<file path="config.mk">
export PLATFORM = sky130hd
export DESIGN_NAME = bwd_decode
export DESIGN_NICKNAME = d
export VERILOG_FILES = /design/src/verilog/bwd_range_cmp.v /design/src/verilog/bwd_decode.v
export VERILOG_INCLUDE_DIRS = /design/src /design/src/verilog
export SDC_FILE = /design/constraint.sdc
export NUM_CORES = 1
export LEC_CHECK = 0
export BUFFER_PORTS_ARGS = -buffer_cell sky130_fd_sc_hd__buf_2
export CORE_MARGIN = 8
export CORE_UTILIZATION = 60
export CTS_BUF_LIST = sky130_fd_sc_hd__clkbuf_4
export DETAILED_ROUTE_END_ITERATION = 6
export PLACE_DENSITY = 0.95
export SYNTH_ARGS = -nofsm -noshare
export SYNTH_HDL_FRONTEND = slang
export SYNTH_SLANG_ARGS = --single-unit
</file>
<file path="constraint.sdc">
create_clock -name CLK -period 4.75 [get_ports CLK]
set_input_delay 0.7125 -clock CLK [delete_from_list [all_inputs] [get_ports CLK]]
set_output_delay 0.7125 -clock CLK [all_outputs]
set_load 0.01 [all_outputs]
</file>
<file path="src/verilog/bwd_consts.vh">
`ifndef BWD_CONSTS_VH
`define BWD_CONSTS_VH

// APB address width and register indexes (byte address = index * 4)
`define BWD_PADDR_W        10
`define BWD_IDX_CMD        8'h04
`define BWD_IDX_IO_BASE    8'h1c
`define BWD_IDX_IO_LIMIT   8'h1d
`define BWD_IDX_MEM_BASE   8'h20
`define BWD_IDX_MEM_LIMIT  8'h22
`define BWD_IDX_PF_BASE    8'h24
`define BWD_IDX_PF_LIMIT   8'h26
`define BWD_IDX_PF_BASE_UP 8'h28
`define BWD_IDX_PF_LIM_UP  8'h2c
`define BWD_IDX_IO_BASE_UP 8'h30
`define BWD_IDX_IO_LIM_UP  8'h32
`define BWD_IDX_BRG_CFG    8'h40

// Command register fields
`define BWD_CMD_IO_EN      0
`define BWD_CMD_MEM_EN     1
`define BWD_CMD_BM_EN      2
`define BWD_CMD_RESET      16'h0000

// Bridge configuration field
`define BWD_CFG_FINE_IO    0

// Hardwired low nibbles of the window registers
`define BWD_MEM_LOW_NIB    4'h0
`define BWD_PF_LOW_NIB     4'h1

// Implied low address bits of expanded windows
`define BWD_IO4K_BASE_LO   12'h000
`define BWD_IO4K_LIM_LO    12'hfff
`define BWD_IO1K_BASE_LO   10'h000
`define BWD_IO1K_LIM_LO    10'h3ff
`define BWD_MEM_BASE_LO    20'h00000
`define BWD_MEM_LIM_LO     20'hfffff

`endif

</file>
<file path="src/verilog/bwd_range_cmp.v">
`timescale 1ns/1ns
// Inclusive window compare; a base above the limit disables the window
module bwd_range_cmp #(
  parameter WIDTH = 32
) (
  input  wire [WIDTH-1:0] base,
  input  wire [WIDTH-1:0] limit,
  input  wire [WIDTH-1:0] addr,
  output wire             hit
);

  // Window on and address between both ends
  assign hit = (base <= limit) && (base <= addr) && (addr <= limit);

endmodule

</file>
<file path="src/verilog/bwd_decode.v">
// The implementer's own choice: register access over APB.
`timescale 1ns/1ns
`include "bwd_consts.vh"
// Function
// - I/O disabled in command register: all upstream I/O gets master abort.
// - Downstream-originated I/O never crosses upstream; always master aborted.
// - Upstream I/O inside the I/O window is forwarded downstream.
// - Downstream I/O outside the I/O window is master aborted.
// - I/O base above limit turns the I/O window off.
// - I/O base byte: upper nibble is address 15:12, low nibble reads zero.
// - I/O limit byte: upper nibble is address 15:12, low bits implied ones.
// - Upper 16-bit I/O base and limit registers are reserved.
// - After reset effective I/O base is 0000h, limit 0FFFh.
// - Fine granularity: upper six bits give address 15:10, low two read zero.
// - Upstream memory forwarded only while memory space enable is set.
// - Downstream memory forwarded only while bus master enable is set.
// - No speculative prefetch; only the requested length is read.
// - 64-bit dual-address cycles accepted and generated on both sides.
// - Non-prefetchable hits go downstream; misses go upstream unless prefetch hit.
// - Memory base/limit: upper 12 bits are address 31:20, low nibble zero.
// - Memory base above limit disables the non-prefetchable window.
// - Prefetch hits go downstream; upstream only when missing both windows.
// - Prefetch base/limit: upper 12 bits are 31:20, low nibble reads 1h.
// - Prefetch upper 32 bits join the low part as one 64-bit range.
// - Full 64-bit prefetch base above limit disables the window.
module bwd_decode #(
  parameter LEN_W = 8
) (
  input  wire                    CLK,
  input  wire                    RST,
  // APB slave
  input  wire                    PSEL,
  input  wire                    PENABLE,
  input  wire                    PWRITE,
  input  wire [`BWD_PADDR_W-1:0] PADDR,
  input  wire [31:0]             PWDATA,
  output reg  [31:0]             PRDATA,
  output wire                    PREADY,
  output wire                    PSLVERR,
  // Transaction to decode
  input  wire                    TXN_VALID,
  input  wire                    TXN_INBOUND,
  input  wire                    TXN_IS_IO,
  input  wire [63:0]             TXN_ADDR,
  input  wire [LEN_W-1:0]        TXN_LEN,
  // Decode result
  output reg                     DEC_VALID,
  output reg                     DEC_FORWARD,
  output reg                     DEC_ABORT,
  output reg                     DEC_DAC,
  output reg  [LEN_W-1:0]        DEC_LEN
);

  ////////////////////////////////////////////////////////////////////////////
  // Register file

  reg  [15:0] command_reg;
  reg         fine_io_granularity_enable_reg;
  reg  [5:0]  io_window_base_reg;
  reg  [5:0]  io_window_limit_reg;
  reg  [11:0] memory_window_base_reg;
  reg  [11:0] memory_window_limit_reg;
  reg  [11:0] prefetch_window_base_reg;
  reg  [11:0] prefetch_window_limit_reg;
  reg  [31:0] prefetch_base_upper_reg;
  reg  [31:0] prefetch_limit_upper_reg;

  wire [7:0]  word_idx;
  wire        addr_aligned;
  wire        wr_en;
  wire        setup;
  reg         mapped;
  reg  [31:0] rd_value;
  reg  [7:0]  io_base_view;
  reg  [7:0]  io_limit_view;

  assign word_idx     = PADDR[9:2];
  assign addr_aligned = (PADDR[1:0] == 2'b00);
  assign setup        = PSEL && !PENABLE;
  assign wr_en        = PSEL && PENABLE && PWRITE && mapped;

  // Zero wait states; unmapped word answers with an error
  assign PREADY  = 1'b1;
  assign PSLVERR = PSEL && PENABLE && !mapped;

  // I/O bytes read back with the low bits zero for the active granularity
  always @* begin
    if (fine_io_granularity_enable_reg) begin
      io_base_view  = {io_window_base_reg, 2'b00};
      io_limit_view = {io_window_limit_reg, 2'b00};
    end else begin
      io_base_view  = {io_window_base_reg[5:2], 4'h0};
      io_limit_view = {io_window_limit_reg[5:2], 4'h0};
    end
  end

  // Address decode and read mux
  always @* begin
    mapped   = addr_aligned;
    rd_value = 32'h0000_0000;
    case (word_idx)
      `BWD_IDX_CMD:        rd_value = {16'h0000, command_reg};
      `BWD_IDX_IO_BASE:    rd_value = {24'h000000, io_base_view};
      `BWD_IDX_IO_LIMIT:   rd_value = {24'h000000, io_limit_view};
      `BWD_IDX_MEM_BASE:
        rd_value = {16'h0000, memory_window_base_reg, `BWD_MEM_LOW_NIB};
      `BWD_IDX_MEM_LIMIT:
        rd_value = {16'h0000, memory_window_limit_reg, `BWD_MEM_LOW_NIB};
      `BWD_IDX_PF_BASE:
        rd_value = {16'h0000, prefetch_window_base_reg, `BWD_PF_LOW_NIB};
      `BWD_IDX_PF_LIMIT:
        rd_value = {16'h0000, prefetch_window_limit_reg, `BWD_PF_LOW_NIB};
      `BWD_IDX_PF_BASE_UP: rd_value = prefetch_base_upper_reg;
      `BWD_IDX_PF_LIM_UP:  rd_value = prefetch_limit_upper_reg;
      `BWD_IDX_IO_BASE_UP: rd_value = 32'h0000_0000;
      `BWD_IDX_IO_LIM_UP:  rd_value = 32'h0000_0000;
      `BWD_IDX_BRG_CFG:
        rd_value = {31'h0000_0000, fine_io_granularity_enable_reg};
      default:             mapped   = 1'b0;
    endcase
  end

  // Read data captured in setup so it stands through the access phase
  always @(posedge CLK) begin
    if (RST) begin
      PRDATA <= 32'h0000_0000;
    end else if (setup && !PWRITE) begin
      PRDATA <= rd_value;
    end
  end

  // Register writes take effect on the access edge
  always @(posedge CLK) begin
    if (RST) begin
      command_reg                    <= `BWD_CMD_RESET;
      fine_io_granularity_enable_reg <= 1'b0;
      io_window_base_reg             <= 6'h00;
      io_window_limit_reg            <= 6'h00;
      memory_window_base_reg         <= 12'h000;
      memory_window_limit_reg        <= 12'h000;
      prefetch_window_base_reg       <= 12'h000;
      prefetch_window_limit_reg      <= 12'h000;
      prefetch_base_upper_reg        <= 32'h0000_0000;
      prefetch_limit_upper_reg       <= 32'h0000_0000;
    end else if (wr_en) begin
      case (word_idx)
        `BWD_IDX_CMD:        command_reg <= PWDATA[15:0];
        // Low two bits cleared in coarse mode, so a later switch to fine mode sees them zero
        `BWD_IDX_IO_BASE: begin
          if (fine_io_granularity_enable_reg) begin
            io_window_base_reg <= PWDATA[7:2];
          end else begin
            io_window_base_reg <= {PWDATA[7:4], 2'b00};
          end
        end
        `BWD_IDX_IO_LIMIT: begin
          if (fine_io_granularity_enable_reg) begin
            io_window_limit_reg <= PWDATA[7:2];
          end else begin
            io_window_limit_reg <= {PWDATA[7:4], 2'b00};
          end
        end
        `BWD_IDX_MEM_BASE:   memory_window_base_reg    <= PWDATA[15:4];
        `BWD_IDX_MEM_LIMIT:  memory_window_limit_reg   <= PWDATA[15:4];
        `BWD_IDX_PF_BASE:    prefetch_window_base_reg  <= PWDATA[15:4];
        `BWD_IDX_PF_LIMIT:   prefetch_window_limit_reg <= PWDATA[15:4];
        `BWD_IDX_PF_BASE_UP: prefetch_base_upper_reg   <= PWDATA;
        `BWD_IDX_PF_LIM_UP:  prefetch_limit_upper_reg  <= PWDATA;
        `BWD_IDX_BRG_CFG:
          fine_io_granularity_enable_reg <= PWDATA[`BWD_CFG_FINE_IO];
        default: begin
        end
      endcase
    end
  end

  ////////////////////////////////////////////////////////////////////////////
  // Expanded windows

  reg  [15:0] io_base_full;
  reg  [15:0] io_limit_full;
  wire [31:0] mem_base_full;
  wire [31:0] mem_limit_full;
  wire [63:0] pf_base_full;
  wire [63:0] pf_limit_full;

  // Implied low bits depend on granularity
  always @* begin
    if (fine_io_granularity_enable_reg) begin
      io_base_full  = {io_window_base_reg, `BWD_IO1K_BASE_LO};
      io_limit_full = {io_window_limit_reg, `BWD_IO1K_LIM_LO};
    end else begin
      io_base_full  = {io_window_base_reg[5:2], `BWD_IO4K_BASE_LO};
      io_limit_full = {io_window_limit_reg[5:2], `BWD_IO4K_LIM_LO};
    end
  end

  assign mem_base_full  = {memory_window_base_reg, `BWD_MEM_BASE_LO};
  assign mem_limit_full = {memory_window_limit_reg, `BWD_MEM_LIM_LO};
  // Upper and lower halves form one 64-bit range
  assign pf_base_full   = {prefetch_base_upper_reg,
                           prefetch_window_base_reg, `BWD_MEM_BASE_LO};
  assign pf_limit_full  = {prefetch_limit_upper_reg,
                           prefetch_window_limit_reg, `BWD_MEM_LIM_LO};

  ////////////////////////////////////////////////////////////////////////////
  // Window compares

  wire io_hit_lo;
  wire np_hit_lo;
  wire pf_hit;
  wire io_hit;
  wire np_hit;

  // I/O window, 16-bit space only
  bwd_range_cmp #(.WIDTH(16)) u_io_cmp (
    .base  (io_base_full),
    .limit (io_limit_full),
    .addr  (TXN_ADDR[15:0]),
    .hit   (io_hit_lo)
  );

  // Non-prefetchable window, 32-bit space only
  bwd_range_cmp #(.WIDTH(32)) u_np_cmp (
    .base  (mem_base_full),
    .limit (mem_limit_full),
    .addr  (TXN_ADDR[31:0]),
    .hit   (np_hit_lo)
  );

  // Prefetchable window over full 64 bits
  bwd_range_cmp #(.WIDTH(64)) u_pf_cmp (
    .base  (pf_base_full),
    .limit (pf_limit_full),
    .addr  (TXN_ADDR),
    .hit   (pf_hit)
  );

  // Addresses above the window's space can never hit it
  assign io_hit = io_hit_lo && (TXN_ADDR[63:16] == 48'h0);
  assign np_hit = np_hit_lo && (TXN_ADDR[63:32] == 32'h0);

  ////////////////////////////////////////////////////////////////////////////
  // Forwarding decision

  wire io_en;
  wire mem_en;
  wire bm_en;
  reg  fwd_next;

  assign io_en  = command_reg[`BWD_CMD_IO_EN];
  assign mem_en = command_reg[`BWD_CMD_MEM_EN];
  assign bm_en  = command_reg[`BWD_CMD_BM_EN];

  // Anything not forwarded is master aborted
  always @* begin
    if (TXN_IS_IO) begin
      if (TXN_INBOUND) begin
        fwd_next = 1'b0;
      end else begin
        fwd_next = io_en && io_hit;
      end
    end else if (TXN_INBOUND) begin
      fwd_next = bm_en && !np_hit && !pf_hit;
    end else begin
      fwd_next = mem_en && (np_hit || pf_hit);
    end
  end

  // One-cycle registered result; length passed unchanged, never extended
  always @(posedge CLK) begin
    if (RST) begin
      DEC_VALID   <= 1'b0;
      DEC_FORWARD <= 1'b0;
      DEC_ABORT   <= 1'b0;
      DEC_DAC     <= 1'b0;
      DEC_LEN     <= {LEN_W{1'b0}};
    end else begin
      DEC_VALID   <= TXN_VALID;
      DEC_FORWARD <= TXN_VALID && fwd_next;
      DEC_ABORT   <= TXN_VALID && !fwd_next;
      DEC_DAC     <= TXN_VALID && fwd_next && !TXN_IS_IO
                     && (TXN_ADDR[63:32] != 32'h0);
      DEC_LEN     <= TXN_LEN;
    end
  end

endmodule

</file>
[Yosys cells after proc, flatten, opt, wreduce, memory -nomap -nowiden]
Index checks and enable logic that the tools add are counted.
Storage, ports and cells
  flip-flop bits (word level): 185
  input port bits: 122
  output and inout bits: 46
  logic and storage cells: 92
Cells by class
  order comparisons: 9
  equality and inequality tests: 12
  mux-type cells: 10
  reductions and logical operators: 45
Operator list (count)
  one-hot mux 32 bit (10 select lines): 1
  <= comparator 64 bit: 3
  <= comparator 32 bit: 3
  equality test 8 x 6 -> 1 bit, second input constant: 8
  <= comparator 16 bit: 3
  logical NOT 48 bit: 1
  logical NOT 32 bit: 1
  nonzero test 32 bit: 1
  2-to-1 mux 12 bit: 2
  logical AND 1 bit: 22
  AND reduction 2 bit: 10
  equality test 8 x 5 -> 1 bit, second input constant: 2
  OR reduction 12 bit: 1
  equality test 8 x 3 -> 1 bit, second input constant: 1
  equality test 8 x 7 -> 1 bit, second input constant: 1
  2-to-1 mux 4 bit: 2
  logical NOT 1 bit: 7
  2-to-1 mux 1 bit: 4
  logical NOT 2 bit: 1
  2-to-1 mux 2 bit: 1
  logical OR 1 bit: 1

[Longest topological paths before layout]
  depth in word-level cells: 12
  gate-level depth with buffers: 13
  mapped depth without buffers: 10

[Hierarchy]
A second synthesis with hierarchy kept.
Unflattened totals
  cell total of the unflattened synthesis: 1986
  area, all modules: 15910.3 µm²
By module, submodules not included
  bwd_decode: instances 1, cells an instance 900, area an instance 7812.5 µm², seq. area each 3703.6 µm²
  bwd_range_cmp (u_pf_cmp): instances 1, cells an instance 631, area an instance 4636.9 µm², seq. area each 0.0 µm²
  bwd_range_cmp (u_np_cmp): instances 1, cells an instance 307, area an instance 2322.2 µm², seq. area each 0.0 µm²
  bwd_range_cmp (u_io_cmp): instances 1, cells an instance 148, area an instance 1138.6 µm², seq. area each 0.0 µm²

[Least setup slack after synthesis]
OpenSTA, ideal clock, no wires.
  path type: input to register
  start point: input port TXN_ADDR[62]
  end point: register DEC_ABORT
  setup time: 115 ps
  arrival time: 2629 ps
  data required time: 4635 ps
  slack: 2005 ps
  cell stages on the path: 9
  path buffers: 0
  cells stage by stage: ha_1 -> nand4_1 -> or4_1 -> or2_2 -> o211ai_1 -> a22oi_1 -> o211ai_1 -> o211ai_1 -> and3_1
On the way
  word-level cells in the longest chain between the ends: 9
  elaborated cells between the ends (all ways): 20
  those cells by class: order compare: 2; mux: 3; reduce/logical: 15
RTL lines
  start, declared: line bwd_decode.v:44  | input wire [63:0] TXN_ADDR,
  <= comparator 64 bit / logical NOT 32 bit (equally long branches): line bwd_range_cmp.v:13, bwd_decode.v:241
  logical AND 1 bit, on equally long branches: line bwd_range_cmp.v:13, bwd_decode.v:241
  logical AND 1 bit / logical NOT 1 bit (equally long branches): line bwd_range_cmp.v:13, bwd_decode.v:264
  logical OR 1 bit (tied with other cells): line bwd_decode.v:266  | fwd_next = mem_en && (np_hit || pf_hit);
  logical AND 1 bit, on equally long branches: line bwd_decode.v:266, bwd_decode.v:264
  2-to-1 mux 1 bit: line bwd_decode.v:263  | end else if (TXN_INBOUND) begin
  2-to-1 mux 1 bit *: line bwd_decode.v:257  | if (TXN_IS_IO) begin
  logical NOT 1 bit *: line bwd_decode.v:281  | DEC_ABORT <= TXN_VALID && !fwd_next;
  logical AND 1 bit *: line bwd_decode.v:281
  end signal, assigned: line bwd_decode.v:281
  end, declared: line bwd_decode.v:49  | output reg DEC_ABORT,
Mark *: on every way between the ends. The rest lies on a longest branch, timed or not.
A chain may end at the register's enable or synchronous reset.

[Final worst setup path]
  start point: register prefetch_limit_upper_reg[11]
  end point: register DEC_ABORT
On the way
  word-level cells in the longest chain between the ends: 9
  elaborated cells between the ends (all ways): 12
  those cells by class: order compare: 2; mux: 2; reduce/logical: 8
RTL lines
  start, declared: line bwd_decode.v:66  | reg [31:0] prefetch_limit_upper_reg;
  start signal, assigned: line bwd_decode.v:144  | prefetch_limit_upper_reg <= 32'h0000_0000;
  start signal, assigned: line bwd_decode.v:168  | `BWD_IDX_PF_LIM_UP: prefetch_limit_upper_reg <= PWDATA;
  <= comparator 64 bit: line bwd_range_cmp.v:13  | assign hit = (base <= limit) && (base <= addr) && (addr <= limit);
  logical AND 1 bit: line bwd_range_cmp.v:13
  logical AND 1 bit *: line bwd_range_cmp.v:13
  logical OR 1 bit / logical NOT 1 bit (equally long branches): line bwd_decode.v:266, bwd_decode.v:264
  logical AND 1 bit, on equally long branches: line bwd_decode.v:266, bwd_decode.v:264
  2-to-1 mux 1 bit *: line bwd_decode.v:263
  2-to-1 mux 1 bit *: line bwd_decode.v:257
  logical NOT 1 bit *: line bwd_decode.v:281
  logical AND 1 bit *: line bwd_decode.v:281
Marks and branches as above.

==> PnR_summary.wiki <==
{| class="wikitable"
! Metric !! Value
|-
| Cell type with the highest aggregate area in the netlist || sky130_fd_sc_hd__dfxtp_1
|-
| Number of rows in the core area || 51
|-
| Fraction of registers with async set/reset || 0%
|-
| RePlAce Congestion || 0.972
|-
| Leakage power || 0.00581 uW
|-
| Highest Clock Rate || 0.317 GHz
|-
| CTS buffer count || 17
|-
| Top library cells by usage in the layout, fill and taps aside || sky130_fd_sc_hd__nand2_1 (276), sky130_fd_sc_hd__dfxtp_1 (185), sky130_fd_sc_hd__ha_1 (183)
|-
| Setup TNS Final || 0 ps
|-
| Element type at the critical path start || flip-flop
|-
| Netlist Area Pre-Place || 12000 um^2
|-
| Hold path startpoint || TXN_LEN[5]
|-
| # nets final || 1898
|-
| Final hold viol count || 0
|-
| Antenna Violating Nets Remaining || 0
|-
| H-Tree Level Count || 4
|-
| Skew-Pair Late Insertion Delay || 610 ps
|-
| GRT Residual Overflow || 0
|-
| Number of enable-type register cells in the synthesized netlist || 0
|-
| Largest net degree at the start of global routing || 103
|-
| Clock net sink count || 185
|-
| Worst Max-Slew Pin Slew || 1050 ps
|-
| Global-route wire length before repair || 57.8 mm
|-
| Finished layout cell area || 13100 um^2
|-
| VDD IR max || 0.000140 V
|-
| Worst R2R End || DEC_ABORT$_SDFF_PP0_
|-
| Total routing resource utilization after global routing || 29.4%
|-
| Status || finished, final reports clean
|-
| Worst min-delay path category || input port to flip-flop
|-
| Die width || 157 um
|-
| Commonest non-fill, non-tap cell in the layout || sky130_fd_sc_hd__nand2_1
|-
| Buffer count from post-CTS setup fixing || 0
|-
| Total of flip-flops plus latches after synthesis || 185
|-
| Cell Int Power || 2070 uW
|-
| Synth Flop Type || sky130_fd_sc_hd__dfxtp_1
|-
| CP Class || flip-flop to flip-flop
|-
| Fraction of post-synthesis cell area in the top cell type by area || 31.0%
|-
| Net Sw Frac || 27.5%
|-
| Min cycle time layout || 3160 ps
|-
| Share of power burned in combinational logic || 11.6%
|-
| Top Ports || 168
|-
| Number of warnings issued by yosys || 0
|-
| Die footprint || 24700 um^2
|-
| Clock transition at the registers of the reported paths || 150 ps
|-
| Endpoint arrival time on the critical path || 3670 ps
|-
| Growth of design area from synthesis to finish || 9.73%
|-
| WP data required || 5270 ps
|-
| Total half-perimeter wirelength after legalization and detailed placement || 28.1 mm
|-
| Number of maximum-capacitance constraint violations || 0
|-
| Y dimension of the die || 157 um
|-
| Internal reg-to-reg setup slack || 1590 ps
|-
| Unrepaired setup endpoints after global routing || no
|-
| Setup Skew || 19.2 ps
|-
| Max Slew Vio Count || 0
|-
| Post-route clock period utilization || 66.5%
|-
| Count of fill cells added during filler insertion || 1534
|-
| Vias in the first global route || 11300
|-
| Synth Net Count || 1777
|-
| Share of layout cells above drive strength 1 || 14.3%
|-
| CTS tree || done
|-
| CP startpoint || prefetch_limit_upper_reg[11]$_SDFFE_PP0P_
|-
| Biggest area contributors in the synthesized netlist || sky130_fd_sc_hd__dfxtp_1 (31%), sky130_fd_sc_hd__ha_1 (19%), sky130_fd_sc_hd__nand2_1 (8.7%)
|-
| Cells after synthesis || 1472
|-
| Clock Power Share || 33.2%
|-
| Placeable core region || 19500 um^2
|-
| Fraction of power consumed by sequential logic || 55.2%
|-
| Seq/Total Area, Yosys || 31.0%
|-
| Switching power of the nets || 786 uW
|-
| DRC violation count after routing || 0
|-
| Avg WL per Cell || 19.6 um
|-
| Total of endpoints with negative setup slack in the final report || 0
|-
| Origin of the critical flop-to-flop path || prefetch_limit_upper_reg[11]$_SDFFE_PP0P_
|-
| Starting DRT DRC Count || 1656
|-
| CP Capture Point || DEC_ABORT$_SDFF_PP0_
|-
| I/O Buffers || 166
|-
| Pwr/cell area || 218 nW/um^2
|-
| Routed vias || 11800
|-
| Element type at the critical path end || flip-flop
|-
| Detailed-route vias per instance || 6.31
|-
| Antenna violations before repair || 3
|-
| Average instance area after synthesis || 8.12 um^2
|-
| Library cells used by synthesis || 56
|-
| Pre-Repair DR Iteration Count || 7
|-
| Post-place instance area || 12800 um^2
|-
| Clk root buf || sky130_fd_sc_hd__clkbuf_4
|-
| Hold_buf cts || 0
|-
| Worst max-slew margin expressed relative to the limit || 29.8%
|-
| Total wirelength of the detailed-routed design || 36.7 mm
|-
| Post-CTS Resized || 0
|-
| Worst reg-to-reg path cell count || 10
|-
| Initial Utilization || 61.2%
|-
| CP Max Fanout || 3
|-
| Number of buffers on the longest clock path || 2
|}
[how the worst min path moves through the flow]
stage / endpoint / cells past startpoint
after CTS: DEC_LEN[5]$_SDFF_PP0_ / 2
final: DEC_LEN[5]$_SDFF_PP0_ / 2
after floorplan: prefetch_limit_upper_reg[6]$_SDFFE_PP0P_ / 2
after global routing: DEC_LEN[5]$_SDFF_PP0_ / 2
after global placement: command_reg[11]$_SDFFE_PP0P_ / 2
after detailed placement: prefetch_limit_upper_reg[6]$_SDFFE_PP0P_ / 2
[Yosys cell counts, drive strengths merged, types with 2 or more instances]
cell type    n
a211oi      10
a21boi       2
a21o        36
a21oi      174
a221o        3
a221oi      41
a222oi       2
a22o         2
a22oi        7
a2bb2oi      2
a311oi       8
a31oi        2
a41oi        2
and2        11
and3         6
and3b        2
and4         8
buf         34
clkbuf      42
dfxtp      185
ha         183
inv        118
mux2i       34
mux4        11
nand2      277
nand3       17
nand4       37
nand4b       3
nor2        86
nor2b       14
nor3        38
nor3b        2
nor4        21
o211ai       8
o21a         5
o21ai       25
or3          2
[metrics by stage]
stage	instances	hold WS, ps	setup WS, ps	power, uW	utilization, %
floorplan	1472	436	2010	1780	-
global placement	1839	441	1200	1920	65.6
detailed placement	1839	448	1050	1930	65.6
CTS	1871	294	1690	2850	67.1
global route	1873	299	1330	2970	67.2
finish	1874	301	1590	2860	67.2
[routing by layer]
metal / global-route usage, % / up-vias / routed length [um] / part of all wire, %
met5: 0 / - / 13 / 0.035
met4: 13.2 / 2 / 1650 / 4.5
met3: 5.90 / 149 / 3930 / 11
met2: 47.6 / 746 / 16600 / 45
met1: 37.2 / 5462 / 14500 / 40
li1: - / 5466 / - / -
[worst max-delay path, stage by stage (launching register included)]
cell                       delay, ps
sky130_fd_sc_hd__dfxtp_1         420
sky130_fd_sc_hd__inv_1           100
sky130_fd_sc_hd__ha_1            300
sky130_fd_sc_hd__nand4_1         200
sky130_fd_sc_hd__nor4_1          690
sky130_fd_sc_hd__o21ai_0         330
sky130_fd_sc_hd__o21ai_0         230
sky130_fd_sc_hd__a22oi_1         100
sky130_fd_sc_hd__o211ai_1        240
sky130_fd_sc_hd__o211ai_1        230
sky130_fd_sc_hd__and3_1          220
[power by group through the flow]
stage | sequential, uW | combinational [uW] | clock, uW
finish | 1580 | 332 | 947
global route | 1580 | 362 | 1020
CTS | 1580 | 324 | 947
detailed placement | 1610 | 321 | 0
global placement | 1610 | 309 | 0
floorplan | 1620 | 162 | 0
[area by class of cell]
class                           instances  area [um^2]  area share [%]
Antenna cell                            3         7.51          0.0572
Clock buffer                           18          135            1.03
Clock inverter                         14          173            1.32
Inverter                              118          443            3.38
Multi-Input combinational cell       1093         7400            56.4
Sequential cell                       185         3700            28.2
Tap cell                              265          332            2.53
Timing Repair Buffer                  178          923            7.04
[cell families after synthesis]
group / share of synthesized area, %
AOI/OAI and AO/OA: 17.5
adders and majority gates: 19.2
and+or+nand+nor: 20.2
DFF: 31.0
muxes: 4.92
other: 0.0314
buffers and inverters: 7.20
(Power assumes the default switching activity.)
